[src/flash_seq_pkg.sv]
// Constants, types and helper functions of the flash command sequencer
// Function
// - Auto-erase target page unless erase is disabled
// - Erase disabled: program only, allowing partial fills
// - One-page write latch, addressed modulo page size
// - Command write starts work and drops ready
// - Completion raises ready; interrupt if enabled
// - Bad key or code: program error, no effect
// - Page write into locked region: lock error
// - Write-and-lock locks region after programming
// - Erase-all refused if any region locked
// - Lock error interrupts when its enable set
// - Unlock stores one, lock stores zero
// - Reads continue during lock and general-bit commands
// - General bit number out of range: no change
// - Clear stores one, set stores zero
// - Security bit blocks external debug access
// - Hardware erase wipes plane, then bits and security in one write
// - Security status reflects bit; ready on completion
// - Second instance has no general or security bits
// - Fixed command code table
// - Code zero: nothing, no error; others error
// - Error flags clear on status read
package flash_seq_pkg;
  localparam logic [7:0] KEY_VALUE = 8'h5A;   // Command protection key
  localparam int KEY_LSB      = 24;            // Key field position
  localparam int PAGE_LSB     = 8;             // Page number field position
  localparam int PAGE_W       = 10;            // Page number width
  localparam int CMD_W        = 4;             // Command code width
  localparam int PAGE_WORDS   = 64;            // Words in one 256-byte page
  localparam int WIDX_W       = 6;             // Word index width
  localparam int WIDX_LSB     = 2;             // Byte address bit of word index
  localparam int LOCK_BITS    = 32;            // Lock regions
  localparam int REGION_SHIFT = 5;             // Pages per region is 32
  localparam int GP_BITS      = 3;             // General-purpose bits
  localparam logic [WIDX_W-1:0] LAST_WORD = 6'h3F;
  localparam logic [CMD_W-1:0] CMD_NONE        = 4'h0;
  localparam logic [CMD_W-1:0] CMD_WRITE_PAGE  = 4'h1;
  localparam logic [CMD_W-1:0] CMD_SET_LOCK    = 4'h2;
  localparam logic [CMD_W-1:0] CMD_WRITE_LOCK  = 4'h3;
  localparam logic [CMD_W-1:0] CMD_CLEAR_LOCK  = 4'h4;
  localparam logic [CMD_W-1:0] CMD_ERASE_ALL   = 4'h8;
  localparam logic [CMD_W-1:0] CMD_SET_GP      = 4'hB;
  localparam logic [CMD_W-1:0] CMD_CLEAR_GP    = 4'hD;
  localparam logic [CMD_W-1:0] CMD_SET_SEC     = 4'hF;
  localparam logic [LOCK_BITS-1:0] LOCK_STORED_RESET = 32'hFFFFFFFF;
  localparam logic [GP_BITS-1:0]   GP_STORED_RESET   = 3'h7;

  // Sequencer states, Gray along erase, load, program, nv, finish
  typedef enum logic [2:0] {
    S_IDLE   = 3'h0,
    S_ERASE  = 3'h1,
    S_LOAD   = 3'h3,
    S_PROG   = 3'h2,
    S_NV     = 3'h6,
    S_FINISH = 3'h4,
    S_PLANE  = 3'h7
  } seq_state_type;

  // Operation requested from the flash cell array
  typedef enum logic [2:0] {
    CELL_IDLE, CELL_ERASE_PAGE, CELL_PROGRAM_PAGE, CELL_ERASE_PLANE, CELL_NV_WRITE
  } cell_op_type;

  // Non-volatile bit operations
  typedef enum logic [2:0] {
    NV_SET_LOCK, NV_CLEAR_LOCK, NV_SET_GP, NV_CLEAR_GP, NV_SET_SEC, NV_WIPE
  } nv_op_type;

  // Listed command codes other than the empty one
  function automatic logic cmd_is_listed(input logic [CMD_W-1:0] code);
    case (code)
      CMD_WRITE_PAGE, CMD_SET_LOCK, CMD_WRITE_LOCK, CMD_CLEAR_LOCK,
      CMD_ERASE_ALL, CMD_SET_GP, CMD_CLEAR_GP, CMD_SET_SEC: cmd_is_listed = 1'b1;
      default: cmd_is_listed = 1'b0;
    endcase
  endfunction : cmd_is_listed

  // Lock region that holds a page
  function automatic logic [4:0] region_of(input logic [PAGE_W-1:0] page);
    region_of = page[PAGE_W-1:REGION_SHIFT];
  endfunction : region_of
endpackage : flash_seq_pkg

[src/nv_bits_if.sv]
// Interface between the sequencer and its non-volatile bit store
`timescale 1ns/1ps
interface nv_bits_if;
  import flash_seq_pkg::*;
  logic                                strobe;       // One-cycle update pulse
  nv_op_type                           op;           // Operation to apply
  logic [PAGE_W-1:0]                   index;        // Page or bit number
  logic [LOCK_BITS-1:0]                lock_stored;  // Stored lock bits, 0 = locked
  logic [GP_BITS-1:0]                  gp_stored;    // Stored general bits, 0 = set
  logic                                sec_active;   // Security bit in force
  modport ctrl  (output strobe, op, index, input lock_stored, gp_stored, sec_active);
  modport store (input strobe, op, index, output lock_stored, gp_stored, sec_active);
endinterface : nv_bits_if

[src/flash_command_sequencer.sv]
// Command sequencer of the embedded flash controller
`timescale 1ns/1ps
module flash_command_sequencer
  import flash_seq_pkg::*;
#(
  parameter logic SECOND_INSTANCE = 1'b0  // Second controller: no general or security bits
) (
  input  wire logic                 core_clk,
  input  wire logic                 reset,
  // Command register write and status read
  input  wire logic                 cmd_write,
  input  wire logic [31:0]          cmd_data,
  input  wire logic                 status_read,
  // Mode register bits
  input  wire logic                 no_erase_before_program,
  input  wire logic                 ready_irq_enable,
  input  wire logic                 lock_error_irq_enable,
  input  wire logic                 prog_error_irq_enable,
  // Latch buffer writes
  input  wire logic                 latch_write,
  input  wire logic [7:0]           latch_addr,
  input  wire logic [31:0]          latch_data,
  // External hardware erase request
  input  wire logic                 hw_erase_req,
  // Flash cell array
  input  wire logic                 cell_done,
  output logic                      cell_req,
  output cell_op_type               cell_op,
  output logic      [PAGE_W-1:0]    cell_page,
  output logic                      cell_wvalid,
  output logic      [WIDX_W-1:0]    cell_widx,
  output logic      [31:0]          cell_wdata,
  output logic                      flash_read_enable,
  // Status
  output logic                      flash_ready_flag,
  output logic                      program_error_flag,
  output logic                      lock_error_flag,
  output logic      [LOCK_BITS-1:0] region_lock_status,
  output logic      [GP_BITS-1:0]   general_bit_status,
  output logic                      security_status,
  output logic                      debug_access_block,
  output logic                      flash_irq
);
  ////////////////////////////////////////////////////////////////////////////
  // Declarations
  seq_state_type           state;         // Sequencer state
  logic [CMD_W-1:0]        cmd_code;      // Command being executed
  logic [PAGE_W-1:0]       cmd_page;      // Page or bit number of command
  logic                    hw_wipe;       // Hardware erase in progress
  logic [WIDX_W-1:0]       load_idx;      // Latch word being streamed out
  logic [CMD_W-1:0]        code_in;       // Code field of the written word
  logic [PAGE_W-1:0]       page_in;       // Page field of the written word
  logic                    key_good;      // Key field matches
  logic                    take_write;    // Command write seen while idle
  logic                    take_hw;       // Hardware erase accepted
  logic                    go_cmd;        // Valid command accepted
  logic                    bad_cmd;       // Bad key or unlisted code
  logic                    lock_err_set;  // Command refused by a lock
  logic                    page_locked;   // Target region locked
  logic                    any_locked;    // Some region locked
  logic                    is_page_cmd;   // Write page or write-and-lock
  nv_bits_if               nv ();         // Link to the bit store

  ////////////////////////////////////////////////////////////////////////////
  // Command decode
  assign code_in   = cmd_data[CMD_W-1:0];
  assign page_in   = cmd_data[PAGE_LSB +: PAGE_W];
  assign key_good  = (cmd_data[KEY_LSB +: 8] == KEY_VALUE);
  // Writes during a running command are dropped; hardware erase wins a tie
  assign take_write = cmd_write && (state == S_IDLE) && !hw_erase_req;
  assign take_hw    = hw_erase_req && (state == S_IDLE);
  assign go_cmd     = take_write && key_good && cmd_is_listed(code_in);
  // Code zero with a good key is silently accepted and does nothing
  assign bad_cmd    = take_write && (!key_good ||
                      (!cmd_is_listed(code_in) && code_in != CMD_NONE));
  assign is_page_cmd = (code_in == CMD_WRITE_PAGE) || (code_in == CMD_WRITE_LOCK);
  assign page_locked = !nv.lock_stored[region_of(page_in)];
  assign any_locked  = (nv.lock_stored != LOCK_STORED_RESET);
  assign lock_err_set = go_cmd && ((is_page_cmd && page_locked) ||
                        (code_in == CMD_ERASE_ALL && any_locked));

  ////////////////////////////////////////////////////////////////////////////
  // Sequencer state machine
  always_ff @(posedge core_clk) begin
    if (reset) begin
      state <= S_IDLE;
    end else begin
      case (state)
        S_IDLE: begin
          if (take_hw) begin
            state <= S_PLANE;
          end else if (lock_err_set) begin
            state <= S_FINISH;
          end else if (go_cmd) begin
            case (code_in)
              CMD_WRITE_PAGE, CMD_WRITE_LOCK: begin
                state <= no_erase_before_program ? S_LOAD : S_ERASE;
              end
              CMD_ERASE_ALL: state <= S_PLANE;
              default:       state <= S_NV;
            endcase
          end
        end
        S_ERASE: begin
          if (cell_done) state <= S_LOAD;
        end
        S_LOAD: begin
          if (load_idx == LAST_WORD) state <= S_PROG;
        end
        S_PROG: begin
          if (cell_done) state <= (cmd_code == CMD_WRITE_LOCK) ? S_NV : S_FINISH;
        end
        S_PLANE: begin
          if (cell_done) state <= hw_wipe ? S_NV : S_FINISH;
        end
        S_NV: begin
          if (cell_done) state <= S_FINISH;
        end
        S_FINISH: state <= S_IDLE;
        default:  state <= S_IDLE;
      endcase
    end
  end

  // Command capture; the code is kept to steer later states
  always_ff @(posedge core_clk) begin
    if (reset) begin
      cmd_code <= CMD_NONE;
      cmd_page <= '0;
    end else if (go_cmd) begin
      cmd_code <= code_in;
      cmd_page <= page_in;
    end
  end

  // Hardware erase marker, held through the plane erase and the wipe
  always_ff @(posedge core_clk) begin
    if (reset) begin
      hw_wipe <= 1'b0;
    end else if (take_hw) begin
      hw_wipe <= 1'b1;
    end else if (state == S_FINISH) begin
      hw_wipe <= 1'b0;
    end
  end

  ////////////////////////////////////////////////////////////////////////////
  // Latch buffer and programming stream
  // Only the word index of the address is kept, so the page repeats
  page_latch_buffer u_latch (
    .core_clk (core_clk),
    .reset    (reset),
    .wr_en    (latch_write),
    .wr_idx   (latch_addr[WIDX_LSB +: WIDX_W]),
    .wr_data  (latch_data),
    .rd_idx   (load_idx),
    .rd_data  (cell_wdata)
  );

  // Word counter walks the whole page once per program
  always_ff @(posedge core_clk) begin
    if (reset) begin
      load_idx <= '0;
    end else if (state == S_LOAD) begin
      load_idx <= load_idx + 1'b1;
    end else begin
      load_idx <= '0;
    end
  end

  // Valid and index are registered in the same cycle as the read, so they line up with its data
  always_ff @(posedge core_clk) begin
    if (reset) begin
      cell_wvalid <= 1'b0;
      cell_widx   <= '0;
    end else begin
      cell_wvalid <= (state == S_LOAD);
      cell_widx   <= load_idx;
    end
  end

  ////////////////////////////////////////////////////////////////////////////
  // Cell array requests
  always_comb begin
    case (state)
      S_ERASE: cell_op = CELL_ERASE_PAGE;
      S_PROG:  cell_op = CELL_PROGRAM_PAGE;
      S_PLANE: cell_op = CELL_ERASE_PLANE;
      S_NV:    cell_op = CELL_NV_WRITE;
      default: cell_op = CELL_IDLE;
    endcase
  end
  assign cell_req  = (cell_op != CELL_IDLE);
  assign cell_page = cmd_page;
  // Array busy only for page and plane work; bit writes leave reads open
  assign flash_read_enable = (state == S_IDLE) || (state == S_NV) ||
                             (state == S_FINISH);

  ////////////////////////////////////////////////////////////////////////////
  // Non-volatile bit store
  always_comb begin
    if (hw_wipe) begin
      nv.op = NV_WIPE;
    end else begin
      case (cmd_code)
        CMD_SET_LOCK, CMD_WRITE_LOCK: nv.op = NV_SET_LOCK;
        CMD_CLEAR_LOCK:               nv.op = NV_CLEAR_LOCK;
        CMD_SET_GP:                   nv.op = NV_SET_GP;
        CMD_CLEAR_GP:                 nv.op = NV_CLEAR_GP;
        default:                      nv.op = NV_SET_SEC;
      endcase
    end
  end
  assign nv.strobe = (state == S_NV) && cell_done;
  assign nv.index  = cmd_page;

  nv_bit_store #(
    .HAS_GP_SEC (!SECOND_INSTANCE)
  ) u_nv (
    .core_clk (core_clk),
    .reset    (reset),
    .nv       (nv)
  );

  // Status view: stored zero reads as an active lock or general bit
  assign region_lock_status = ~nv.lock_stored;
  assign general_bit_status = ~nv.gp_stored;
  assign security_status    = nv.sec_active;
  assign debug_access_block = nv.sec_active;

  ////////////////////////////////////////////////////////////////////////////
  // Status flags
  // Ready drops on acceptance and rises as the command finishes
  always_ff @(posedge core_clk) begin
    if (reset) begin
      flash_ready_flag <= 1'b1;
    end else if (state == S_FINISH) begin
      flash_ready_flag <= 1'b1;
    end else if (go_cmd || take_hw) begin
      flash_ready_flag <= 1'b0;
    end
  end

  // Error flags: a new error wins over a read in the same cycle
  always_ff @(posedge core_clk) begin
    if (reset) begin
      program_error_flag <= 1'b0;
    end else if (bad_cmd) begin
      program_error_flag <= 1'b1;
    end else if (status_read) begin
      program_error_flag <= 1'b0;
    end
  end

  always_ff @(posedge core_clk) begin
    if (reset) begin
      lock_error_flag <= 1'b0;
    end else if (lock_err_set) begin
      lock_error_flag <= 1'b1;
    end else if (status_read) begin
      lock_error_flag <= 1'b0;
    end
  end

  // Level interrupt: each flag flop gated by its enable input
  assign flash_irq = (flash_ready_flag && ready_irq_enable) ||
                     (lock_error_flag && lock_error_irq_enable) ||
                     (program_error_flag && prog_error_irq_enable);

  ////////////////////////////////////////////////////////////////////////////
  // Checks
  ready_drop_a: assert property (@(posedge core_clk) disable iff (reset)
    go_cmd |=> !flash_ready_flag)
    else $error("ready not cleared on command");

  bad_key_a: assert property (@(posedge core_clk) disable iff (reset)
    take_write && !key_good |=> program_error_flag && state == S_IDLE)
    else $error("bad key not flagged");

  noop_code_a: assert property (@(posedge core_clk) disable iff (reset)
    take_write && key_good && code_in == CMD_NONE && !program_error_flag
      |=> !program_error_flag && state == S_IDLE)
    else $error("empty command had an effect");

  busy_ignore_a: assert property (@(posedge core_clk) disable iff (reset)
    cmd_write && state != S_IDLE && !program_error_flag |=> !program_error_flag)
    else $error("busy write was acted on");

  locked_page_a: assert property (@(posedge core_clk) disable iff (reset)
    go_cmd && is_page_cmd && page_locked
      |=> lock_error_flag && !cell_req ##1 state == S_IDLE)
    else $error("locked page was programmed");

  erase_refuse_a: assert property (@(posedge core_clk) disable iff (reset)
    go_cmd && code_in == CMD_ERASE_ALL && any_locked |=> lock_error_flag && !cell_req)
    else $error("erase all ran with a lock set");

  no_erase_a: assert property (@(posedge core_clk) disable iff (reset)
    go_cmd && is_page_cmd && !page_locked
      |=> (state == S_ERASE) == !$past(no_erase_before_program))
    else $error("erase choice wrong");

  ready_irq_a: assert property (@(posedge core_clk) disable iff (reset)
    state == S_FINISH && ready_irq_enable |=> flash_ready_flag && flash_irq)
    else $error("ready interrupt missing");

  lock_irq_a: assert property (@(posedge core_clk) disable iff (reset)
    lock_err_set && lock_error_irq_enable |=> flash_irq)
    else $error("lock error interrupt missing");

  write_lock_a: assert property (@(posedge core_clk) disable iff (reset)
    state == S_PROG && cell_done && cmd_code == CMD_WRITE_LOCK
      |=> state == S_NV && nv.op == NV_SET_LOCK)
    else $error("write-and-lock skipped locking");

  // Taken from the request code, so a slip in the state decode shows here
  read_open_a: assert property (@(posedge core_clk) disable iff (reset)
    cell_op == CELL_NV_WRITE |-> flash_read_enable)
    else $error("reads blocked during bit write");

  // Bit store results, seen one edge after the strobe
  lock_view_a: assert property (@(posedge core_clk) disable iff (reset)
    nv.strobe && nv.op == NV_SET_LOCK |=> region_lock_status[region_of(cmd_page)])
    else $error("lock status not raised");

  unlock_view_a: assert property (@(posedge core_clk) disable iff (reset)
    nv.strobe && nv.op == NV_CLEAR_LOCK |=> !region_lock_status[region_of(cmd_page)])
    else $error("lock status not cleared");

  sec_view_a: assert property (@(posedge core_clk) disable iff (reset)
    nv.strobe && nv.op == NV_SET_SEC && !SECOND_INSTANCE |=> security_status)
    else $error("security status not raised");

  // A status read with no new error in the same cycle empties both flags
  err_clear_a: assert property (@(posedge core_clk) disable iff (reset)
    status_read && !bad_cmd && !lock_err_set |=> !program_error_flag && !lock_error_flag)
    else $error("error flags survived a status read");

  page_done_c: cover property (@(posedge core_clk) disable iff (reset)
    state == S_PROG && cell_done ##1 state == S_FINISH);
  write_lock_done_c: cover property (@(posedge core_clk) disable iff (reset)
    state == S_NV && cmd_code == CMD_WRITE_LOCK && cell_done);
  busy_write_c: cover property (@(posedge core_clk) disable iff (reset)
    cmd_write && state != S_IDLE);
  hw_wipe_c: cover property (@(posedge core_clk) disable iff (reset)
    nv.strobe && nv.op == NV_WIPE);
  refused_c: cover property (@(posedge core_clk) disable iff (reset) lock_err_set);
endmodule : flash_command_sequencer

[src/page_latch_buffer.sv]
// One-page write latch with registered read port
`timescale 1ns/1ps
module page_latch_buffer
  import flash_seq_pkg::*;
(
  input  wire logic              core_clk,
  input  wire logic              reset,
  input  wire logic              wr_en,
  input  wire logic [WIDX_W-1:0] wr_idx,
  input  wire logic [31:0]       wr_data,
  input  wire logic [WIDX_W-1:0] rd_idx,
  output logic      [31:0]       rd_data
);
  logic [31:0] words [PAGE_WORDS];  // Latch storage, no reset needed

  ////////////////////////////////////////////////////////////////////////////
  // Word writes; only the word index is kept so the page repeats
  always_ff @(posedge core_clk) begin
    if (wr_en) begin
      words[wr_idx] <= wr_data;
    end
  end

  // Registered read feeding the programming stream
  always_ff @(posedge core_clk) begin
    if (reset) begin
      rd_data <= 32'h0000_0000;
    end else begin
      rd_data <= words[rd_idx];
    end
  end
endmodule : page_latch_buffer

[src/nv_bit_store.sv]
// Lock, general-purpose and security bit store
`timescale 1ns/1ps
module nv_bit_store
  import flash_seq_pkg::*;
#(
  parameter logic HAS_GP_SEC = 1'b1  // Clear for the second controller instance
) (
  input  wire logic core_clk,
  input  wire logic reset,
  nv_bits_if.store  nv
);
  logic gp_in_range;  // Bit number names an implemented bit
  assign gp_in_range = (nv.index < PAGE_W'(GP_BITS));

  ////////////////////////////////////////////////////////////////////////////
  // Lock bits: erased state is unlocked
  always_ff @(posedge core_clk) begin
    if (reset) begin
      nv.lock_stored <= LOCK_STORED_RESET;
    end else if (nv.strobe) begin
      case (nv.op)
        NV_SET_LOCK:   nv.lock_stored[region_of(nv.index)] <= 1'b0;
        NV_CLEAR_LOCK: nv.lock_stored[region_of(nv.index)] <= 1'b1;
        NV_WIPE:       nv.lock_stored <= LOCK_STORED_RESET;
        default: ;
      endcase
    end
  end

  // General bits: absent on the second instance, range checked
  always_ff @(posedge core_clk) begin
    if (reset) begin
      nv.gp_stored <= GP_STORED_RESET;
    end else if (nv.strobe && HAS_GP_SEC) begin
      case (nv.op)
        NV_SET_GP:   if (gp_in_range) nv.gp_stored[nv.index[1:0]] <= 1'b0;
        NV_CLEAR_GP: if (gp_in_range) nv.gp_stored[nv.index[1:0]] <= 1'b1;
        NV_WIPE:     nv.gp_stored <= GP_STORED_RESET;
        default: ;
      endcase
    end
  end

  // Security bit: cleared by reset and by the wipe that follows a plane erase
  always_ff @(posedge core_clk) begin
    if (reset) begin
      nv.sec_active <= 1'b0;
    end else if (nv.strobe && HAS_GP_SEC) begin
      if (nv.op == NV_SET_SEC) begin
        nv.sec_active <= 1'b1;
      end else if (nv.op == NV_WIPE) begin
        nv.sec_active <= 1'b0;
      end
    end
  end

  gp_range_a: assert property (@(posedge core_clk) disable iff (reset)
    nv.strobe && (nv.op == NV_SET_GP || nv.op == NV_CLEAR_GP) && !gp_in_range
      |=> $stable(nv.gp_stored))
    else $error("out-of-range general bit changed");
  sec_hold_a: assert property (@(posedge core_clk) disable iff (reset)
    nv.sec_active && !(nv.strobe && nv.op == NV_WIPE) |=> nv.sec_active)
    else $error("security bit cleared without wipe");
endmodule : nv_bit_store

[config.mk]
export PLATFORM = sky130hd
export DESIGN_NAME = flash_command_sequencer
export DESIGN_NICKNAME = d
export VERILOG_FILES = /design/src/flash_seq_pkg.sv /design/src/nv_bits_if.sv /design/src/flash_command_sequencer.sv /design/src/page_latch_buffer.sv /design/src/nv_bit_store.sv
export SDC_FILE = /design/constraint.sdc
export NUM_CORES = 2
export LEC_CHECK = 0
export BUFFER_PORTS_ARGS = -buffer_cell sky130_fd_sc_hd__buf_2
export CORE_UTILIZATION = 62
export CTS_CLUSTER_SIZE = 40
export DETAILED_ROUTE_END_ITERATION = 8
export PLACE_DENSITY_LB_ADDON = 0.15
export SYNTH_ARGS = -nofsm -noshare
export SYNTH_HDL_FRONTEND = slang
export SYNTH_HIERARCHICAL = 1
export SYNTH_SLANG_ARGS = --single-unit
[constraint.sdc]
create_clock -name core_clk -period 5.1 [get_ports core_clk]
set_input_delay 0.765 -clock core_clk [delete_from_list [all_inputs] [get_ports core_clk]]
set_output_delay 0.765 -clock core_clk [all_outputs]
set_load 0.01 [all_outputs]
==> impl_metrics.toml <==
[global_route]
antenna_found_initial = 10
grt_pass1_wl_um = 293000
overflow = 0
grt_max_degree = 103
first_global_vias = 41000
track_usage = 0.310

[drt]
vias = 41800
wl_per_cell_um = 33.7
route.detailed.drc = 0
drt_first_pass_iters = 7
wl_um = 207000
vias_per_cell = 6.81
ant_nets = 0
drt_iter0_markers = 5636

[timing]
rsz0062_at_grt = "no"
clock_skew_ps = 28.1
fin_ws_ps = 1480
finalSetupTns_ps = 0
slew_viol_final = 0
slew_headroom = 0.0391
tightest_slew_ps = 1440
post-route-min-period_ps = 3620
finalSetupViolations = 0
period_share = 0.710
fmax_mhz = 276
hold_viol_final = 0

[clocking]
tritoncts = "yes"
cts_max_level = 4
cts.sinks = 2150
ctsHoldBuffers = 0
clock_latency_ps = 830
cts-root-buf = "clkbuf_16"
cts_buffers = 204
cts_setup_buffers = 0
clock_path_buffers = 3
clk_pin_slew_worst_paths_ps = 60
cts-resized-gates = 0

[power]
peakVddDrop_mv = 0.363
p_sw_mw = 7.23
pwr-share-seq = 0.547
p_leak_nw = 29.3
power_mw = 35.8
sw_frac_of_total = 0.202
power_density_mw_per_mm2 = 382
power_frac_clock = 0.413
p_int_mw = 28.6
p_comb_frac = 0.040

[yosys]
ys_ff_latch = 2150
ys_seq_area_frac = 0.763
synthArstFlopShare = 0
ys_warn_count = 6
synthFlopType = "edfxtp_1"
syn_nets = 3975
yosysUniqueCellTypes = 78
synth_edf_count = 2048
yosys.area.top_type = "edfxtp_1"
netlist_area_mm2 = 0.0833
yosys-top-cells-area = "edfxtp_1 74%, mux4_2 14%, dfxtp_1 2.5%, mux2i_1 2.1%, nor2_1 0.64%"
syn_area_per_cell_um2 = 21.4
synth_cells = 3888
synth_top_area_frac = 0.738

[hold_path]
min_path_type = "primary input to flop"

[setup_path]
start_kind = "flop"
rrSetupSlack_ps = 1480
cp_max_fo = 35
crit_required_ps = 5760
end_kind = "flop"
crit_arrival_ps = 4280
critPathKind = "flop to flop"

[placed_design]
io_buffers = 165
pre_cts_ws_ps = 1450
dp_hpwl_um = 119000
place_inst = 5755
place_congestion = 0.834

[cells_and_area]
fin_nets = 4280
stdcell_count = 6139
final_common_cell = "edfxtp_1"
nFillCells = 8083
drive_gt1_frac = 0.286
final_cell_mix = "2048 x edfxtp_1, 536 x mux4_2, 215 x clkbuf_16, 173 x mux2i_1, 165 x buf_2"
layout-area-overhead-vs-synth_pct = 12.4

[run]
drv_cap = 0

[die]
die_y_um = 369
start_util = 0.624
num_rows = 134
core_mm2 = 0.133
die_w_um = 369
ios = 178
dieArea_mm2 = 0.136

[outcome]
status = "finished clean"
==> worst paths after layout <==
| check | from | to | cells past startpoint |
|---|---|---|---|
| max | load_idx[0] | u_latch/rd_data[24] | 6 |
| max reg2reg | load_idx[0] | u_latch/rd_data[24] | 6 |
| min reg2reg | cell_page[2] | cell_page[2] | 2 |
| min | cmd_data[10] | cell_page[2] | 3 |
==> power groups by stage <==
stage | Combinational, mW | Clock [mW] | Sequential, mW
after floorplan | 0.925 | 0 | 19.9
after global placement | 1.43 | 0 | 19.9
after detailed placement | 1.46 | 0 | 19.9
final | 1.45 | 14.8 | 19.6
after CTS | 1.46 | 14.9 | 19.6
after global routing | 1.55 | 15.6 | 19.6
==> state kept, by name, summed over array words and instances (netlist names), 3 cells and up <==
register	count
u_latch/rd_data	32
state	3
cmd_code	4
u_nv/nv.gp_stored	3
load_idx	6
u_latch/words	2048
cell_page	10
cell_widx	6
u_nv/nv.lock_stored	32
==> cell usage after synthesis (25+ instances only) <==
library cell	instances
edfxtp_1	2048
mux4_2	536
mux2i_1	173
nor2_1	142
dfxtp_1	102
nand2_1	90
o21ai_0	74
buf_2	58
clkbuf_1	57
inv_1	50
buf_4	49
nand3_1	45
nor2b_1	38
mux2_2	37
a21oi_1	26
a22oi_1	25
o22ai_1	25
==> metal layers <==
layer  global-route usage  part of all wire  vias up
li1                     -                 -    16900
met1                0.443              0.39    22200
met2                0.477              0.48     2392
met3               0.0742              0.10      337
met4                0.105             0.032        8
met5                    0           0.00028        -
==> area by class of cell <==
cell class / count / area [µm²] / share of cell area
Sequential cell: 2150 / 63600 / 0.679
Multi-Input combinational cell: 1480 / 18900 / 0.202
Clock buffer: 293 / 5800 / 0.0620
Timing Repair Buffer: 305 / 2210 / 0.0236
Tap cell: 1768 / 2210 / 0.0236
Clock inverter: 90 / 744 / 0.00795
Inverter: 52 / 199 / 0.00212
Antenna cell: 1 / 2.50 / 0.0000267
==> critical path, cell delays in order, from the launching register on <==
cell,delay [ps]
dfxtp_4,940
buf_4,660
mux2_2,400
a221oi_1,390
o22ai_1,180
nor4_1,680
a21oi_1,170
==> stage by stage <==
| stage | hold WS (ps) | util | instance area (µm²) |
|---|---|---|---|
| 6_report | 186 | 0.702 | 93600 |
| 5_1_grt | 169 | 0.702 | 93600 |
| 4_1_cts | 127 | 0.702 | 93600 |
| 3_5_place_dp | 512 | 0.653 | 87100 |
| 3_3_place_gp | 505 | 0.653 | 87100 |
| 2_1_floorplan | 460 | - | 83300 |
==> cells by family after synthesis <==
kind of cell	count (synthesis)	share of synthesized area
multiplexers	746	0.171
flip-flops	2150	0.763
XOR/XNOR	7	0.000736
buffers and inverters	258	0.0163
AND/OR/NAND/NOR	452	0.0276
AO/OA/AOI/OAI	271	0.0217
adder cells (fa/ha/maj)	4	0.000601
No activity file was read; power rests on OpenSTA's default activity.
